<file path="src/shp_pkg.sv">
/*
  shared constants for the strobe host port: address map, pin timing, states.
  assumes one 250 MHz clock (mclk) on both ends and a synchronous active-low reset.
*/
package shp_pkg;
  // ----------------------------------------------------------------------
  // clock and timing
  // ----------------------------------------------------------------------
  localparam int unsigned CLK_PERIOD_PS    = 4000;
  localparam int unsigned T_CS_TO_STB_NS   = 65;
  localparam int unsigned T_STB_TO_ACK_NS  = 90;
  localparam int unsigned T_STB_WIDTH_NS   = 90;
  localparam int unsigned CS_TO_STB_CYC    = (T_CS_TO_STB_NS * 1000 + CLK_PERIOD_PS - 1)
                                             / CLK_PERIOD_PS;
  localparam int unsigned STB_TO_ACK_CYC   = (T_STB_TO_ACK_NS * 1000) / CLK_PERIOD_PS;
  localparam int unsigned STB_WIDTH_CYC    = (T_STB_WIDTH_NS * 1000 + CLK_PERIOD_PS - 1)
                                             / CLK_PERIOD_PS;
  localparam int unsigned CNT_W            = 6;
  localparam logic [CNT_W-1:0] ACK_DELAY   = CNT_W'(4);
  localparam logic [CNT_W-1:0] CS_STB_GAP  = CNT_W'(CS_TO_STB_CYC);
  localparam logic [CNT_W-1:0] STB_HOLD    = CNT_W'(STB_WIDTH_CYC);
  localparam logic [CNT_W-1:0] ACK_TIMEOUT = CNT_W'(63);

  // ----------------------------------------------------------------------
  // address map
  // ----------------------------------------------------------------------
  localparam int unsigned ADDR_W           = 8;
  localparam int unsigned DATA_W           = 8;
  localparam int unsigned MAP_DEPTH        = 256;
  localparam logic [7:0] CHAN_LAST         = 8'h7f;
  localparam logic [7:0] GLOBAL_FIRST      = 8'h80;
  localparam logic [7:0] GLOBAL_LAST       = 8'h8e;
  localparam logic [7:0] GLOBAL_EXTRA_CTRL = 8'hc0;
  localparam logic [7:0] TEST_FIRST        = 8'h8f;
  localparam logic [7:0] TEST_LAST         = 8'hfd;
  localparam logic [7:0] DEVICE_IDENTITY   = 8'hfe;
  localparam logic [7:0] DEVICE_REVISION   = 8'hff;
  localparam logic [7:0] DEVICE_IDENTITY_VAL     = 8'h5c;  // arbitrary value
  localparam logic [7:0] DEVICE_REV_VAL    = 8'h03;  // arbitrary value
  localparam logic [7:0] REG_RESET         = 8'h00;
  localparam logic [7:0] MAP_ZERO          = 8'h00;

  // ----------------------------------------------------------------------
  // controller registers on avalon (avs_address is decoded against these values as given, not divided by 4)
  // ----------------------------------------------------------------------
  localparam int unsigned AV_ADDR_W        = 4;
  localparam logic [3:0] AV_CMD            = 4'h0;
  localparam logic [3:0] AV_WDATA          = 4'h4;
  localparam logic [3:0] AV_STATUS         = 4'h8;
  localparam logic [3:0] AV_RDATA          = 4'hc;
  localparam int unsigned CMD_ADDR_LSB     = 0;
  localparam int unsigned CMD_WRITE_BIT    = 8;
  localparam int unsigned ST_BUSY_BIT      = 0;
  localparam int unsigned ST_TIMEOUT_BIT   = 1;
  localparam logic [31:0] AV_UNMAPPED      = 32'h0000_0000;

  // ----------------------------------------------------------------------
  // states
  // ----------------------------------------------------------------------
  typedef enum logic [3:0] {
    DEV_IDLE = 4'b0001,
    DEV_WAIT = 4'b0010,
    DEV_ACK  = 4'b0100,
    DEV_DONE = 4'b1000
  } shp_dev_state_t;

  typedef enum logic [5:0] {
    HST_IDLE  = 6'b000001,
    HST_ADDR  = 6'b000010,
    HST_LATCH = 6'b000100,
    HST_STRB  = 6'b001000,
    HST_END   = 6'b010000,
    HST_GAP   = 6'b100000
  } shp_host_state_t;
endpackage

</file>
<file path="src/shp_if.sv">
/*
  pin bundle between host and device of the strobe host port.
  assumes the testbench resolves the shared data bus from the two enables.
*/
interface shp_if;
  import shp_pkg::*;
  logic              cs_n;
  logic              host_addr_strobe;
  logic              rd_wr_n;
  logic              data_strobe_n;
  logic [ADDR_W-1:0] addr;
  logic [DATA_W-1:0] host_data_out;
  logic              host_data_oe;
  logic [DATA_W-1:0] dev_data_out;
  logic              dev_data_oe;
  logic [DATA_W-1:0] data_in;
  logic              transfer_ack_n;

  modport device (
    input  cs_n,
    input  host_addr_strobe,
    input  rd_wr_n,
    input  data_strobe_n,
    input  addr,
    input  data_in,
    output dev_data_out,
    output dev_data_oe,
    output transfer_ack_n
  );

  modport host (
    output cs_n,
    output host_addr_strobe,
    output rd_wr_n,
    output data_strobe_n,
    output addr,
    output host_data_out,
    output host_data_oe,
    input  data_in,
    input  transfer_ack_n
  );
endinterface

</file>
<file path="src/shp_device.sv">
/*
  device end of the strobe host port with the 8-bit register map.
  assumes the host pins are asynchronous and the data wire is resolved outside.
*/
// Chosen here: the Avalon-MM interface to the registers.
// What this block does
// - strobe plus direction line controls access
// - host presents address at cycle start
// - chip select low, else bus ignored
// - address strobe low captures the address
// - address captured on strobe falling edge
// - direction high before strobe means read
// - direction low with data means write
// - data strobe low starts transfer, drives
// - read: acknowledge low when data valid
// - write: store data, then acknowledge low
// - acknowledge output is active low
// - host ends cycle raising data strobe
// - eight channel blocks of sixteen addresses
// - global registers at 0x80 to 0x8e
// - extra global register at 0xc0
// - 0x8f to 0xfd are test registers
module shp_device
  import shp_pkg::*;
(
  input  wire logic              mclk,
  input  wire logic              rst_n,
  shp_if.device                  pins,
  output logic [DATA_W-1:0]      global_extra_control,
  output logic                   rst_done
);
  import shp_pkg::*;

  // ----------------------------------------------------------------------
  // pin synchronisers
  // ----------------------------------------------------------------------
  logic [2:0] cs_sync, as_sync, stb_sync;
  logic [2:0] next_cs_sync, next_as_sync, next_stb_sync;
  logic       cs_low, as_fall, stb_low;

  always_comb begin
    next_cs_sync = {cs_sync[1:0], pins.cs_n};
    next_as_sync = {as_sync[1:0], pins.host_addr_strobe};
    next_stb_sync = {stb_sync[1:0], pins.data_strobe_n};
  end

  always_ff @(posedge mclk) begin
    if (!rst_n) begin
      cs_sync <= 3'h7;
      as_sync <= 3'h7;
      stb_sync <= 3'h7;
    end else begin
      cs_sync <= next_cs_sync;
      as_sync <= next_as_sync;
      stb_sync <= next_stb_sync;
    end
  end

  // a change counts once stages two and three agree
  logic cs_state, as_state, stb_state, as_prev;
  logic next_cs_state, next_as_state, next_stb_state;

  always_comb begin
    next_cs_state = (cs_sync[1] == cs_sync[2]) ? cs_sync[2] : cs_state;
    next_as_state = (as_sync[1] == as_sync[2]) ? as_sync[2] : as_state;
    next_stb_state = (stb_sync[1] == stb_sync[2]) ? stb_sync[2] : stb_state;
  end

  always_ff @(posedge mclk) begin
    if (!rst_n) begin
      cs_state <= 1'b1;
      as_state <= 1'b1;
      stb_state <= 1'b1;
      as_prev  <= 1'b1;
    end else begin
      cs_state <= next_cs_state;
      as_state <= next_as_state;
      stb_state <= next_stb_state;
      as_prev  <= as_state;
    end
  end

  always_comb begin
    cs_low  = !cs_state;
    as_fall = as_prev && !as_state;
    stb_low = !stb_state;
  end

  // ----------------------------------------------------------------------
  // register map
  // ----------------------------------------------------------------------
  logic [DATA_W-1:0] regs [MAP_DEPTH];
  logic [ADDR_W-1:0] addr_latch, next_addr_latch;
  logic              wr_en;
  logic              is_ro;

  always_comb begin
    next_addr_latch = addr_latch;
    if (cs_low && as_fall) begin
      next_addr_latch = pins.addr;
    end
  end

  // channel blocks, global range except 0x8e, 0xc0 and test range are plain r/w; 0x8e, 0xfe and 0xff are read-only
  always_comb begin
    is_ro = (addr_latch == DEVICE_IDENTITY) || (addr_latch == DEVICE_REVISION)
            || (addr_latch == GLOBAL_LAST);
  end

  always_ff @(posedge mclk) begin
    if (!rst_n) begin
      addr_latch <= REG_RESET;
      for (int i = 0; i < MAP_DEPTH; i++) begin
        regs[i] <= REG_RESET;
      end
    end else begin
      addr_latch <= next_addr_latch;
      if (wr_en && !is_ro) begin
        regs[addr_latch] <= pins.data_in;
      end
    end
  end

  // ----------------------------------------------------------------------
  // transfer handshake
  // ----------------------------------------------------------------------
  shp_dev_state_t    st, next_st;
  logic [CNT_W-1:0]  cnt, next_cnt;
  logic              is_read, next_is_read;
  logic              ack_n, next_ack_n;
  logic              oe, next_oe;
  logic [DATA_W-1:0] dout, next_dout;
  logic [DATA_W-1:0] rd_val;

  always_comb begin
    unique case (addr_latch)
      DEVICE_IDENTITY: rd_val = DEVICE_IDENTITY_VAL;
      DEVICE_REVISION: rd_val = DEVICE_REV_VAL;
      default:         rd_val = regs[addr_latch];
    endcase
  end

  always_comb begin
    next_st      = st;
    next_cnt     = cnt;
    next_is_read = is_read;
    next_ack_n   = ack_n;
    next_oe      = oe;
    next_dout    = dout;
    wr_en        = 1'b0;
    unique case (st)
      DEV_IDLE: begin
        if (cs_low && stb_low) begin
          next_is_read = pins.rd_wr_n;
          next_cnt     = ACK_DELAY;
          next_st      = DEV_WAIT;
          next_oe      = pins.rd_wr_n;
          next_dout    = rd_val;
        end
      end
      DEV_WAIT: begin
        if (!cs_low || !stb_low) begin
          next_oe = 1'b0;
          next_st = DEV_IDLE;
        end else if (cnt == '0) begin
          wr_en      = !is_read;
          next_dout  = rd_val;
          next_ack_n = 1'b0;
          next_st    = DEV_ACK;
        end else begin
          next_cnt = cnt - CNT_W'(1);
        end
      end
      DEV_ACK: begin
        if (!cs_low || !stb_low) begin
          next_ack_n = 1'b1;
          next_oe    = 1'b0;
          next_st    = DEV_DONE;
        end
      end
      DEV_DONE: begin
        next_st = DEV_IDLE;
      end
      default: begin
        next_st = DEV_IDLE;
      end
    endcase
  end

  always_ff @(posedge mclk) begin
    if (!rst_n) begin
      st      <= DEV_IDLE;
      cnt     <= '0;
      is_read <= 1'b1;
      ack_n   <= 1'b1;
      oe      <= 1'b0;
      dout    <= REG_RESET;
    end else begin
      st      <= next_st;
      cnt     <= next_cnt;
      is_read <= next_is_read;
      ack_n   <= next_ack_n;
      oe      <= next_oe;
      dout    <= next_dout;
    end
  end

  // ----------------------------------------------------------------------
  // outputs
  // ----------------------------------------------------------------------
  logic done_q;
  always_ff @(posedge mclk) begin
    if (!rst_n) begin
      global_extra_control <= REG_RESET;
      done_q               <= 1'b0;
    end else begin
      global_extra_control <= regs[GLOBAL_EXTRA_CTRL];
      done_q               <= 1'b1;
    end
  end

  assign rst_done            = done_q;
  assign pins.transfer_ack_n = ack_n;
  assign pins.dev_data_oe    = oe;
  assign pins.dev_data_out   = dout;
endmodule

</file>
<file path="src/flat_wrapper.sv">
// flat-port wrapper written by rule: the top's interface ports become plain ports
module shp_device_flat import shp_pkg::*;
  (mclk, rst_n, global_extra_control, rst_done, pins_cs_n, pins_host_addr_strobe, pins_rd_wr_n, pins_data_strobe_n, pins_addr, pins_data_in, pins_dev_data_out, pins_dev_data_oe, pins_transfer_ack_n);
  shp_if pins_i ();
  input  wire logic mclk;
  input  wire logic rst_n;
  output logic [DATA_W-1:0] global_extra_control;
  output logic rst_done;
  input wire logic [$bits(pins_i.cs_n)-1:0] pins_cs_n;
  input wire logic [$bits(pins_i.host_addr_strobe)-1:0] pins_host_addr_strobe;
  input wire logic [$bits(pins_i.rd_wr_n)-1:0] pins_rd_wr_n;
  input wire logic [$bits(pins_i.data_strobe_n)-1:0] pins_data_strobe_n;
  input wire logic [$bits(pins_i.addr)-1:0] pins_addr;
  input wire logic [$bits(pins_i.data_in)-1:0] pins_data_in;
  output wire logic [$bits(pins_i.dev_data_out)-1:0] pins_dev_data_out;
  output wire logic [$bits(pins_i.dev_data_oe)-1:0] pins_dev_data_oe;
  output wire logic [$bits(pins_i.transfer_ack_n)-1:0] pins_transfer_ack_n;
  assign pins_i.cs_n = pins_cs_n;
  assign pins_i.host_addr_strobe = pins_host_addr_strobe;
  assign pins_i.rd_wr_n = pins_rd_wr_n;
  assign pins_i.data_strobe_n = pins_data_strobe_n;
  assign pins_i.addr = pins_addr;
  assign pins_i.data_in = pins_data_in;
  assign pins_dev_data_out = pins_i.dev_data_out;
  assign pins_dev_data_oe = pins_i.dev_data_oe;
  assign pins_transfer_ack_n = pins_i.transfer_ack_n;
  shp_device u_core (.mclk(mclk), .rst_n(rst_n), .pins(pins_i), .global_extra_control(global_extra_control), .rst_done(rst_done));
endmodule
</file>
<file path="config.mk">
export PLATFORM = sky130hd
export DESIGN_NAME = shp_device_flat
export DESIGN_NICKNAME = d
export VERILOG_FILES = /design/src/shp_pkg.sv /design/src/shp_if.sv /design/src/shp_device.sv /design/src/flat_wrapper.sv
export SDC_FILE = /design/constraint.sdc
export NUM_CORES = 2
export LEC_CHECK = 0
export ABC_AREA = 1
export BUFFER_PORTS_ARGS = -buffer_cell sky130_fd_sc_hd__buf_2
export CAP_MARGIN = 20
export CORE_UTILIZATION = 57
export CTS_CLUSTER_DIAMETER = 100
export DETAILED_ROUTE_END_ITERATION = 8
export HOLD_SLACK_MARGIN = 0.03
export PLACE_DENSITY = 0.73
export SYNTH_ARGS = -nofsm -noshare
export SYNTH_HDL_FRONTEND = slang
export SYNTH_SLANG_ARGS = --single-unit
</file>
<file path="constraint.sdc">
create_clock -name mclk -period 4.4 [get_ports mclk]
set_input_delay 0.44 -clock mclk [delete_from_list [all_inputs] [get_ports mclk]]
set_output_delay 0.44 -clock mclk [all_outputs]
set_load 0.02 [all_outputs]
</file>
# [Word level (Yosys, flattened, before mapping)]
# Memories as Yosys holds them, arrays and structs flattened. A register that Yosys moved wholly into a read port is not among the register bits.
# Index checks and enable logic that the tools add are counted.
[word_totals] reg_bits=43 in_bits=22 mem_count=1 word_cells=92 mem_bits_rw=2048 out_inout_bits=19
[mem_list] memory="u_core.regs" words=256 width=8 read_ports=2 rd_clocked_by_memory_dff=2 wr=256 line_no="shp_device.sv:92" source="logic [DATA_W-1:0] regs [MAP_DEPTH];"
[op_classes] mux=34 n_addsub=1 n_eq_ne=16 reduce_logical=25
[op_table] cell="$mux W8" count=7
[op_table] cell="$pmux W8 S2" count=2
[op_table] cell="$eq A8 B8 Y1 const B" count=3
[op_table] cell="$mux W6" count=3
[op_table] cell="$mux W4" count=4
[op_table] cell="$mux W1" count=14
[op_table] cell="$pmux W4 S3" count=1
[op_table] cell="$pmux W6 S2" count=1
[op_table] cell="$reduce_and A4 Y1" count=3
[op_table] cell="$ne A2 B1 Y1 const B" count=4
[op_table] cell="$reduce_or A8 Y1" count=1
[op_table] cell="$logic_not A1 Y1" count=6
[op_table] cell="$logic_not A6 Y1" count=1
[op_table] cell="$reduce_and A3 Y1" count=2
[op_table] cell="$reduce_bool A2 Y1" count=3
[op_table] cell="$sub A6 B1 Y6 const B" count=1
[op_table] cell="$eq A4 B1 Y1 const B" count=1
[op_table] cell="$eq A4 B2 Y1 const B" count=1
[op_table] cell="$eq A4 B3 Y1 const B" count=1
[op_table] cell="$logic_and A1 B1 Y1" count=4
[op_table] cell="$ne A2 B2 Y1 const B" count=2
[op_table] cell="$pmux W1 S2" count=2
[op_table] cell="$eq A1 B1 Y1" count=3
[op_table] cell="$logic_or A1 B1 Y1" count=3
[op_table] cell="3 further kinds" count=3

# [Longest topological paths before layout]
[logic_depth] depth_word=10 depth_mapped=16

# [Worst setup path before layout]
# No wires, ideal clock.
[synth_path] kind="register -> register" from="reg u_core.st[2]" to="mem u_core.regs[97][0], enable pin" setup_slack_ns=1.885 n_path_buf=1 setup_ns=0.329 arrival_time_ns=2.187 stages_incl_launch_ff=15 synth_period_minus_slack_ns=2.515 required_time_ns=4.071 cell_sequence="dfxtp_1 -> nor2_1 -> inv_2 -> nor3_4 -> inv_2 -> nor2_1 -> nand2_1 -> a211oi_2 -> nand2_1 -> inv_2 -> nand3_2 -> nor2_2 -> buf_4 -> nand2_1 -> nand2_1"
[synth_lines] element="start, declared" line_no="shp_device.sv:127" source="shp_dev_state_t st, next_st;"
[synth_lines] element="start signal, assigned" line_no="shp_device.sv:199" source="st <= next_st;"
[synth_lines] element="end, declared" line_no="shp_device.sv:92"

==> results by group <==
Critical path
  • Most used cell, CP: nand2_1
  • Slowest cell on crit path: nor2_4
  • CP Capture Type: flip-flop
  • Crit path largest cell delay: 0.77 ns
  • Worst-path maximum fanout: 10
  • Req. time, crit path: 4.90 ns
  • Reg2Reg Depth: 14
  • Worst setup path class: flip-flop to flip-flop
  • CP Launch Type: flip-flop
  • CP Data Arrival Time: 4.38 ns
  • Cell Chain, Critical Path: nor2_1, inv_2, nor3_4, inv_2, nor2_1, nand2_1, a211oi_2, nand2_1, inv_2, nand2_1, nor2_4, buf_12, nand2_1, nand2_1

Placement
  • Placed insts: 11,400
  • Placer congestion estimate: 0.941
  • IO buf count: 40
  • Dpl hpwl: 161,000 um

STA
  • Worst-Margin Slew: 1.04 ns
  • RSZ-0062 raised after global routing: false
  • Fin. Hold Viols: 0
  • Slew headroom: 30.4%
  • Slew Limit Fails: 0
  • Min Tclk post-route: 3.88 ns
  • Final setup TNS: 0 ns
  • Final period util: 88.3%
  • Setup Viol. Count Final: 0
  • FMAX: 0.258 GHz
  • Setup Skew: 0.0360 ns

Finish
  • Ratio of cells with drive above 1 in the final layout: 5.73%
  • Layout area overhead: 9.57%
  • Post-Layout Cell Count: 11,800
  • Net total in the final layout: 9,443

Route
  • DRT Pass-1 Iters: 8
  • WL/cell: 23.0 um
  • Routed WL: 271,000 um
  • Residual DRC count: 0
  • Iter 0 DRT Violations: 9,941
  • DR vias: 71,800
  • Antenna Nets Post-Route: 0
  • Drt via density: 6.10

Clock tree
  • Latest clock arrival within the worst-skew pair: 0.84 ns
  • CTS Buf Count: 209
  • CTS Buffer Depth: 3
  • Post_cts resized: 0
  • Htree depth: 4
  • CTS clk-pin slew, worst paths: 0.06 ns
  • Root buffer cell: clkbuf_16
  • # clock sinks: 2,107
  • Post-CTS Setup Inserts: 0
  • CTS tree: done

Floorplanning
  • Starting Density: 57.6%
  • Height of the die: 408 um
  • Number of I/O pins: 41
  • Rows: 148
  • Die X: 408 um
  • Die area: 167,000 um^2
  • Core area: 163,000 um^2

Yosys
  • Register area share after synthesis: 66.6%
  • Post-Syn Area: 94,100 um^2
  • Synthesized area per cell: 9.68 um^2
  • Synth Register Bits: 2,107
  • Synth unique cells: 27
  • Ys Warns: 0
  • Syn Inst Count: 9,714

Worst hold path
  • Hold Path Class: input port to flip-flop
  • Hold Path Cell Cnt: 3

Global route
  • First-pass GRT wire length: 400,000 um
  • Antenna violations before repair: 4
  • GRT Overall Usage: 31.9%
  • Largest net degree at the start of global routing: 193
  • Vias in the first global route: 67,200
  • Grt ovf: 0

Power
  • Maximum VDD drop: 0.401 mV
  • Pwr dens: 407 nW/um^2
  • Total power: 42,000 uW
  • Leakage power: 0.0395 uW

Job
  • Max Cap Viol: 0

Status
  • Outcome: completed
-- layer usage --
layer  track usage, %  vias to the layer above  routed length, um
li1                 -                    32300                  -
met1             42.6                    34100              99800
met2             49.8                     4691             124000
met3             6.88                      757              33800
met4             15.4                        6              13500
met5                0                        -                 51
-- cells by family (layout without fill, tap and decap cells) --
family	after synthesis	in the layout	synth area share, %
other cells	1	26	0.00399
compound gates	49	49	0.274
simple gates	6760	6760	29.9
flops	2107	2107	66.6
buf+inv	795	653	3.20
fa+ha+maj	2	2	0.0266
-- critical path, delay by kind of cell (launching register included) --
family	cells	cell delay (ns)
and+or+nand+nor	9	2.33
buffers and inverters	4	0.55
AOI/OAI and AO/OA	1	0.32
DFF	1	0.31
-- power by group --
part | leakage, uW | total [uW] | internal (uW) | switching [uW]
logic | 0.0151 | 1470 | 267 | 1200
clock network | 0.00326 | 17600 | 9980 | 7580
registers | 0.0211 | 22900 | 22700 | 232
-- worst paths after layout --
check                         start              endpoint  slack, ns
setup / recovery       u_core.st[2]   u_core.regs[124][0]       0.52
hold / removal         pins_addr[5]  u_core.addr_latch[5]        0.1
setup reg to reg       u_core.st[2]   u_core.regs[124][0]       0.52
hold reg to reg   u_core.as_sync[0]     u_core.as_sync[1]       0.41
-- synth_stat cells --
cell	n	area share, %
a211oi_2	1	0.013
nand2_2	19	0.13
nor3_4	1	0.017
inv_2	15	0.060
a21oi_1	20	0.11
inv_1	45	0.18
nand3_2	2	0.021
nand4_1	2	0.013
buf_4	3	0.024
nor2_2	15	0.10
nor2_1	2079	8.3
and3_1	1	0.0067
or2_2	11	0.073
buf_2	15	0.080
buf_1	59	0.24
a211oi_1	1	0.0080
o21ai_0	26	0.14
edfxtp_1	2048	65
nor3b_1	2	0.016
o21bai_1	1	0.0080
clkbuf_1	658	2.6
ha_1	2	0.027
dfxtp_1	59	1.3
nor3_1	6	0.032
nand3_1	2042	11
conb_1	1	0.0040
nand2_1	2580	10
-- sequential cells by signal (all words and copies together) (netlist names), named ones only --
| register | count |
|---|---|
| u_core.stb_sync | 3 |
| u_core.pins.dev_data_oe | 1 |
| u_core.cs_sync | 3 |
| u_core.as_sync | 3 |
| u_core.regs | 2048 |
| u_core.is_read | 1 |
| u_core.as_prev | 1 |
| u_core.pins.dev_data_out | 8 |
| u_core.pins.transfer_ack_n | 1 |
| u_core.global_extra_control | 8 |
| u_core.addr_latch | 8 |
| u_core.cs_state | 1 |
| u_core.as_state | 1 |
| u_core.st | 4 |
| u_core.stb_state | 1 |
| u_core.cnt | 6 |
| u_core.rst_done | 1 |
-- area by class of cell --
| cell class | count | area (um^2) |
|---|---|---|
| diodes | 2 | 5.00 |
| multi-input cells | 6835 | 28500 |
| inverters | 60 | 310 |
| flip-flops and latches | 2107 | 62700 |
| clock buffers | 257 | 5520 |
| fillers | 12800 | 60300 |
| well taps | 2175 | 2720 |
| repair buffers | 206 | 2130 |
| clock inverters | 130 | 1150 |
-- through the flow --
| step | util, % | cell area [um^2] | hold WS (ns) | setup slack [ns] |
|---|---|---|---|---|
| after global routing | 63.1 | 103000 | 0.0800 | 0.388 |
| after floorplan | - | 94200 | 0.393 | 1.88 |
| after detailed placement | 59.0 | 96300 | 0.397 | 0.622 |
| after global placement | 59.0 | 96300 | 0.398 | 0.674 |
| after CTS | 63.1 | 103000 | 0.0327 | 0.599 |
| final | 63.1 | 103000 | 0.0996 | 0.517 |
-- cell usage in the layout (no fill, tap or decap), drive strengths merged, types with 7 or more instances in the layout --
master,n
dlygate4sd3,9
nand3,2044
dfxtp,59
o21ai,26
edfxtp,2048
a21oi,20
or2,11
conb,24
nor2,2094
buf,197
inv,66
clkinv,103
clkbuf,257
nor3,7
bufinv,19
nand2,2599
-- repair_timing --
| action | 4_1_cts | 5_1_grt |
|---|---|---|
| endpoints found under the hold margin | 15 | 0 |
| setup endpoints to repair | 0 | 0 |
| hold buffers | 9 | 0 |
Power figures use the tool's default switching activity.
